<file path="src/inc/stt_consts.svh">
// constants for the system tick timer: offsets, fields, reset values, timing
`ifndef STT_CONSTS_SVH
`define STT_CONSTS_SVH
`define STT_ADDR_W 4
`define STT_OFS_CTRL 4'h0
`define STT_OFS_RELOAD 4'h4
`define STT_OFS_CURRENT 4'h8
`define STT_OFS_CALIB 4'hC
`define STT_BIT_ENABLE 0
`define STT_BIT_TICK_IRQ_ENABLE 1
`define STT_BIT_CLKSEL 2
`define STT_BIT_ZFLAG 16
`define STT_CNT_W 24
`define STT_CTRL_RESET 3'h0
`define STT_RELOAD_RESET 24'h000000
`define STT_CURRENT_RESET 24'h000000
`define STT_REF_DIV 16'h0004
`endif

</file>
<file path="src/inc/stt_pkg.sv">
// types for the system tick timer
`default_nettype none
package stt_pkg;
    typedef logic [23:0] stt_count_t;
    typedef enum {STT_IDLE, STT_RUN, STT_HALT} stt_state_t;
endpackage
`default_nettype wire

</file>
<file path="src/core/stt_ref_tick.sv">
// reference tick divider producing a one-cycle enable pulse
`default_nettype none
`include "stt_consts.svh"
module stt_ref_tick #(
    parameter logic [15:0] DIV = `STT_REF_DIV
) (
    input wire logic mclk,
    input wire logic rst,
    input wire logic extTick,
    input wire logic useCore,
    output logic tick
);
    import stt_pkg::*;
    logic [15:0] divCnt;
    // divided reference, passes the external tick only in one cycle of every DIV
    always_ff @(posedge mclk or posedge rst) begin
        if (rst) begin
            divCnt <= 16'h0000;
        end else if (divCnt >= DIV - 16'h0001) begin
            divCnt <= 16'h0000;
        end else begin
            divCnt <= divCnt + 16'h0001;
        end
    end
    // core clock gives a pulse every cycle
    assign tick = useCore ? 1'b1 : (extTick & (divCnt == 16'h0000));
endmodule
`default_nettype wire

</file>
<file path="src/core/stt_regs_rd.sv">
// read-data mux for the tick timer registers
`default_nettype none
`include "stt_consts.svh"
module stt_regs_rd (
    input wire logic mclk,
    input wire logic rst,
    input wire logic rdStb,
    input wire logic [`STT_ADDR_W-1:0] addr,
    input wire logic [2:0] ctrl,
    input wire logic zeroFlag,
    input wire stt_pkg::stt_count_t reloadVal,
    input wire stt_pkg::stt_count_t curVal,
    output logic [31:0] rdData
);
    import stt_pkg::*;
    // registered read data, unmapped reads return zero
    always_ff @(posedge mclk or posedge rst) begin
        if (rst) begin
            rdData <= 32'h00000000;
        end else if (rdStb) begin
            case (addr)
                `STT_OFS_CTRL: rdData <= {15'h0000, zeroFlag, 13'h0000, ctrl};
                `STT_OFS_RELOAD: rdData <= {8'h00, reloadVal};
                `STT_OFS_CURRENT: rdData <= {8'h00, curVal};
                default: rdData <= 32'h00000000;
            endcase
        end else begin
            rdData <= 32'h00000000;
        end
    end
endmodule
`default_nettype wire

</file>
<file path="src/core/stt_timer.sv">
// system tick timer: 24-bit down counter with control, reload and current registers
//
// Our own choices: strobed register access and the placing of the registers.
`default_nettype none
`include "stt_consts.svh"
// Functional notes
// - 24-bit down counter wrapping at zero, cleared by software write
// - counts reload value down to zero, reloads on next edge
// - zero reload value stops the counter at its next wrap
// - zero-reached flag set whenever the count arrives at zero
// - reading control/status clears the zero-reached flag
// - any write to current count zeroes it and clears the flag
// - clearing through current-count write never pends a tick
// - current-count read returns the count at access time
// - count holds while the core is halted in debug
// - counting clock is core clock or external reference
// - control selects clock, enables counter and tick, shows status
// - bit 0 enables repeated reload-and-count operation
// - bit 1 makes arrival at zero pend the tick exception
// - bit 2 selects clock: 0 external reference, 1 core clock
// - wrap value N of 1 or more gives one tick every N+1 counting pulses
module stt_timer (
    input wire logic mclk,
    input wire logic rst,
    input wire logic [`STT_ADDR_W-1:0] addr,
    input wire logic [31:0] wrData,
    input wire logic wrStb,
    input wire logic rdStb,
    output logic [31:0] rdData,
    input wire logic debugHalt,
    input wire logic extRefTick,
    output logic tickPend
);
    import stt_pkg::*;

    // ==========================================
    // registers
    logic [2:0] ctrl;
    logic zeroFlag;
    stt_count_t reloadVal;
    stt_count_t curVal;
    logic refTick;
    logic step;
    logic hitZero;
    logic wrCtrl;
    logic wrReload;
    logic wrCur;
    logic rdCtrl;

    assign wrCtrl = wrStb && addr == `STT_OFS_CTRL;
    assign wrReload = wrStb && addr == `STT_OFS_RELOAD;
    assign wrCur = wrStb && addr == `STT_OFS_CURRENT;
    assign rdCtrl = rdStb && addr == `STT_OFS_CTRL;

    // control bits: enable, tick enable, clock select
    always_ff @(posedge mclk or posedge rst) begin
        if (rst) begin
            ctrl <= `STT_CTRL_RESET;
        end else if (wrCtrl) begin
            ctrl <= wrData[2:0];
        end
    end

    // reload value register
    always_ff @(posedge mclk or posedge rst) begin
        if (rst) begin
            reloadVal <= `STT_RELOAD_RESET;
        end else if (wrReload) begin
            reloadVal <= wrData[`STT_CNT_W-1:0];
        end
    end

    // ==========================================
    // counting clock
    stt_ref_tick u_ref (
        .mclk(mclk),
        .rst(rst),
        .extTick(extRefTick),
        .useCore(ctrl[`STT_BIT_CLKSEL]),
        .tick(refTick)
    );

    // a step happens only when enabled, not halted, on a reference pulse
    assign step = ctrl[`STT_BIT_ENABLE] && !debugHalt && refTick;
    // arrival at zero is the step from one to zero
    assign hitZero = step && curVal == 24'h000001;

    // ==========================================
    // counter
    always_ff @(posedge mclk or posedge rst) begin
        if (rst) begin
            curVal <= `STT_CURRENT_RESET;
        end else if (wrCur) begin
            curVal <= 24'h000000;
        end else if (step) begin
            if (curVal == 24'h000000) begin
                curVal <= reloadVal;
            end else begin
                curVal <= curVal - 24'h000001;
            end
        end
    end

    // sticky zero flag; set wins over read clear, write clear wins over set
    always_ff @(posedge mclk or posedge rst) begin
        if (rst) begin
            zeroFlag <= 1'b0;
        end else if (hitZero && !wrCur) begin
            zeroFlag <= 1'b1;
        end else if (rdCtrl || wrCur) begin
            zeroFlag <= 1'b0;
        end
    end

    // tick pend pulse
    always_ff @(posedge mclk or posedge rst) begin
        if (rst) begin
            tickPend <= 1'b0;
        end else begin
            tickPend <= hitZero && !wrCur && ctrl[`STT_BIT_TICK_IRQ_ENABLE];
        end
    end

    // ==========================================
    // read path
    stt_regs_rd u_rd (
        .mclk(mclk),
        .rst(rst),
        .rdStb(rdStb),
        .addr(addr),
        .ctrl(ctrl),
        .zeroFlag(zeroFlag),
        .reloadVal(reloadVal),
        .curVal(curVal),
        .rdData(rdData)
    );

    // ==========================================
    // checks
    a_write_clears: assert property (@(posedge mclk) disable iff (rst)
        wrCur |=> curVal == 24'h000000 && !zeroFlag)
        else $error("current write did not clear count and flag");
    a_no_pend_on_clear: assert property (@(posedge mclk) disable iff (rst)
        wrCur |=> !tickPend)
        else $error("tick pended by current write");
    a_zero_sets_flag: assert property (@(posedge mclk) disable iff (rst)
        (hitZero && !wrCur) |=> zeroFlag && curVal == 24'h000000)
        else $error("zero arrival did not set flag");
    a_read_clears: assert property (@(posedge mclk) disable iff (rst)
        (rdCtrl && !hitZero && !wrCur) |=> !zeroFlag)
        else $error("control read did not clear flag");
    a_wrap_reload: assert property (@(posedge mclk) disable iff (rst)
        (step && !wrCur && curVal == 24'h000000) |=> curVal == $past(reloadVal))
        else $error("counter did not reload");
    a_halt_holds: assert property (@(posedge mclk) disable iff (rst)
        (debugHalt && !wrCur) |=> $stable(curVal))
        else $error("counter moved during halt");
    a_disabled_holds: assert property (@(posedge mclk) disable iff (rst)
        (!ctrl[`STT_BIT_ENABLE] && !wrCur) |=> $stable(curVal) && !tickPend)
        else $error("disabled counter changed");
    a_pend_gated: assert property (@(posedge mclk) disable iff (rst)
        tickPend |-> $past(ctrl[`STT_BIT_TICK_IRQ_ENABLE]) && zeroFlag)
        else $error("tick pended without enable");
    a_decrement: assert property (@(posedge mclk) disable iff (rst)
        (step && !wrCur && curVal != 24'h000000) |=> curVal == $past(curVal) - 24'h000001)
        else $error("counter did not decrement");
    a_read_current: assert property (@(posedge mclk) disable iff (rst)
        (rdStb && addr == `STT_OFS_CURRENT) |=> rdData == {8'h00, $past(curVal)})
        else $error("current read mismatch");
    c_tick: cover property (@(posedge mclk) disable iff (rst) tickPend);
    c_wrap: cover property (@(posedge mclk) disable iff (rst) step && curVal == 24'h000000);
    c_halt: cover property (@(posedge mclk) disable iff (rst) debugHalt && ctrl[`STT_BIT_ENABLE]);
endmodule
`default_nettype wire

</file>
<file path="config.mk">
export PLATFORM = sky130hd
export DESIGN_NAME = stt_timer
export DESIGN_NICKNAME = d
export VERILOG_FILES = /design/src/inc/stt_pkg.sv /design/src/core/stt_ref_tick.sv /design/src/core/stt_regs_rd.sv /design/src/core/stt_timer.sv
export VERILOG_INCLUDE_DIRS = /design/src /design/src/inc
export SDC_FILE = /design/constraint.sdc
export NUM_CORES = 1
export LEC_CHECK = 0
export ABC_AREA = 1
export BUFFER_PORTS_ARGS = -buffer_cell sky130_fd_sc_hd__buf_2
export CORE_MARGIN = 4
export CORE_UTILIZATION = 50
export CTS_BUF_LIST = sky130_fd_sc_hd__clkbuf_8
export CTS_CLUSTER_DIAMETER = 100
export CTS_CLUSTER_SIZE = 16
export DETAILED_ROUTE_END_ITERATION = 10
export PLACE_DENSITY_LB_ADDON = 0.2
export SLEW_MARGIN = 20
export SYNTH_ARGS = -nofsm -noshare
export SYNTH_HDL_FRONTEND = slang
export SYNTH_SLANG_ARGS = --single-unit
</file>
<file path="constraint.sdc">
create_clock -name mclk -period 3.4 [get_ports mclk]
set_clock_uncertainty 0.1 [all_clocks]
set_input_delay 0.68 -clock mclk [delete_from_list [all_inputs] [get_ports mclk]]
set_output_delay 0.68 -clock mclk [all_outputs]
set_load 0.01 [all_outputs]
</file>
==> results.json <==
{
  "core_area_um2": 9240,
  "routedWlPerCell_um": 13.31,
  "setup_viol": 0,
  "yosysSeqAreaShare": 0.4906,
  "timing.final.max_slew_violations": 0,
  "timing_worst_slew_pin_value_ns": 0.7428,
  "post-route-drc-count": 0,
  "fmaxAchievable_mhz": 479.8,
  "maxCapViolCount": 0,
  "vias": 3874,
  "power.switching_fraction": 0.4530,
  "synthMostInstantiatedCell": "nand2_1",
  "grt_max_degree": 39,
  "synth.yosys.warnings": 0,
  "clk_latency_ns": 0.38,
  "leakage_nw": 2.877,
  "cts_num_sinks": 93,
  "synth.ff_latch_count": 93,
  "post-route-period-util": 0.6130,
  "count_of_buffers_inserted_at_the_top_level_ports": 58,
  "dr.first_iter.drc_count": 194,
  "cells_after_synthesis": 583,
  "io_pins": 75,
  "critPathMostFrequentCell": "nand2_1",
  "worstRegToRegCells": 10,
  "timing.max_slew.rel_slack": 0.5043,
  "cts_repair_resize_count": 0,
  "antenna_found_initial": 0,
  "synthArstFlopShare": 1.000,
  "final_critical_path_setup_slack_ns": 1.316,
  "largest_stage_delay_on_the_critical_path_ns": 0.45,
  "grt_pass1_vias": 3842,
  "synth_common_cells": "nand2_1, dfrtp_1, nor2_1",
  "reg2reg_setup_slack_ns": 1.32,
  "seq_area_um2": 2327,
  "chipHeight_um": 105.4,
  "flow.area_growth_from_synthesis_pct": 12.85,
  "power.net_switching_mw": 1.813,
  "worst_path_max_delay_cell": "dfrtp_1",
  "report.power.total_mw": 4.003,
  "fraction_of_final_layout_cells_with_drive_strength_greater_than_1": 0.1730,
  "cell_by_cell_listing_of_the_critical_path": "inv_1 -> ha_1 -> nand2_1 -> nor2_1 -> nand3_4 -> inv_1 -> nand2_1 -> nand2_1 -> nand2_1 -> o21ai_1",
  "setup_repair_after_global_routing_missed_its_margin": "false",
  "tns_ns": 0,
  "critPathCaptureType": "flop",
  "cts_setup_buffers": 0,
  "grt_first_pass_wirelength_mm": 17.89,
  "setup.worst_path.start_class": "flop",
  "synth.cell_area_um2": 4743,
  "drt_pre_antenna_iters": 5,
  "power.density_nw_per_um2": 747.9,
  "place.gp.congestion": 0.8639,
  "htree_num_levels": 3,
  "p_comb_frac": 0.446,
  "post-route-min-period_ns": 2.084,
  "route.antenna.remaining_nets": 0,
  "tritoncts_clock_tree": "yes",
  "multi_input_area_um2": 2008,
  "cp_data_arrival_time_ns": 2.30,
  "min_path_type": "in -> async",
  "worst_ir_drop_on_vdd_uv": 366.9,
  "regToRegStartpoint": "curVal[0]",
  "cts.path.max_buffers": 2,
  "fillCellCount": 850,
  "place_worst_setup_slack_ns": 1.168,
  "path_class": "reg -> reg",
  "run_status": "finished, final reports clean",
  "path_delay_family": "simple AND/OR/NAND/NOR gates",
  "floorplan.initialDensity": 0.5133,
  "finalWirelength_mm": 10.49,
  "placed_insts": 772,
  "worstPathBufferInverterCount": 2,
  "synth_enable_flop_cells": 0,
  "yosys-top-cells-area": "dfrtp_1, nand2_1, nor2_1",
  "clockPowerShare": 0.189,
  "die_outline_width_um": 105.4,
  "crit_start": "curVal[0]",
  "worstPathMaxFanout": 24,
  "synth_cell_types": 34,
  "crit_required_ns": 3.61,
  "avgViaCountPerCell": 4.916,
  "nNetsFinal": 701,
  "grtUsageTotal": 0.2000,
  "cts.reportedPaths.clkPinSlew_ns": 0.11,
  "dp_hpwl_mm": 7.443,
  "hold_slack_ns": 0.1648,
  "clk_root_buffer_cell": "clkbuf_8",
  "synthFlopType": "dfrtp_1",
  "power_frac_seq": 0.365,
  "post_cts_hold_buffer_count": 0,
  "final-instance-count-excl-fill": 788,
  "post_synth.cell_area_avg_um2": 8.136,
  "yosysTopAreaCellShare": 0.4906,
  "grt.overflow.total": 0,
  "total_cts_buffers": 9,
  "worst_flop_to_flop_path_endpoint": "curVal[11]",
  "core.rowCount": 35,
  "internal_power_mw": 2.190,
  "die_area_um2": 11110,
  "number_of_inserted_diodes": 0,
  "final-hold-violation-count": 0,
  "synth_top_cell_by_area": "dfrtp_1"
}
placed cells by master, fill, tap and decap left out, types with 4 or more instances in the layout:
cell type / netlist / final
inv_1: 82 / 81
mux2_2: 5 / 5
o21ai_2: 6 / 6
conb_1: 1 / 22
xor2_1: 7 / 7
o21ai_0: 16 / 16
o22ai_1: 18 / 18
inv_2: 4 / 4
nand2_1: 132 / 132
dfrtp_1: 93 / 93
nand4_1: 12 / 12
nand3_1: 37 / 37
nor3_1: 4 / 4
clkbuf_8: 0 / 9
nor2_2: 6 / 6
buf_2: 3 / 58
ha_1: 5 / 5
a21oi_1: 21 / 21
nor2_1: 85 / 85
o21ai_1: 10 / 10
logic make-up (layout without fill, tap and decap cells):
kind of cell | count (synthesis) | in the layout | synth area share
fa+ha+maj | 5 | 5 | 0.01319
buf+inv | 109 | 164 | 0.1026
other cells | 1 | 22 | 0.0007906
xor+xnor | 7 | 7 | 0.01293
simple gates | 290 | 290 | 0.2801
compound gates | 73 | 73 | 0.08784
flops | 93 | 93 | 0.4906
mux | 5 | 5 | 0.01187
per-stage QoR:
stage | util | cell area, um^2
finish | 0.5793 | 5353
floorplan | - | 4822
global placement | 0.5576 | 5152
global route | 0.5793 | 5353
detailed placement | 0.5576 | 5152
CTS | 0.5793 | 5353
worst reg2reg max path: cells and delay by family (launching register included):
kind                     cells  cell delay [ns]
buffers and inverters        2             0.40
AND/OR/NAND/NOR              6             0.74
AO/OA/AOI/OAI                1             0.07
adder cells (fa/ha/maj)      1             0.26
flip-flops                   1             0.45
state kept, by name (all words and copies together) (netlist names):
register,flops
curVal,24
ctrl,3
zeroFlag,1
reloadVal,24
tickPend,1
u_ref.divCnt,16
u_rd.rdData,24
layer usage:
layer	vias to the layer above	wire, um	part of all wire	global-route usage
met5	-	0	0	0
met4	0	276	0.026	0.07216
met3	20	467	0.045	0.04409
met2	90	4882	0.47	0.3270
met1	1807	4863	0.46	0.2618
li1	1957	-	-	-
power groups by stage:
stage               Combinational, mW  Clock (mW)  Sequential (mW)
floorplan                        1.48           0             1.44
global placement                 1.73           0             1.47
detailed placement               1.78           0             1.48
CTS                              1.79       0.772             1.46
global route                     2.03       0.820             1.49
finish                           1.78       0.757             1.46
layout make-up:
cell class,count,share of cell area
clock inverter,7,0.01426
timing repair buffer,61,0.06078
clock buffer,9,0.02314
inverter,87,0.06171
multi-input combinational,402,0.3752
tap,129,0.03015
sequential,93,0.4348
worst max-delay path by stage:
stage	to	slack, ns	cells after the start
floorplan	ctrl[0]	0.20	1
global placement	reloadVal[16]	1.20	6
detailed placement	reloadVal[1]	1.17	6
CTS	curVal[11]	1.28	10
global route	curVal[11]	1.10	10
finish	curVal[11]	1.32	10
Power figures use the tool's default switching activity.
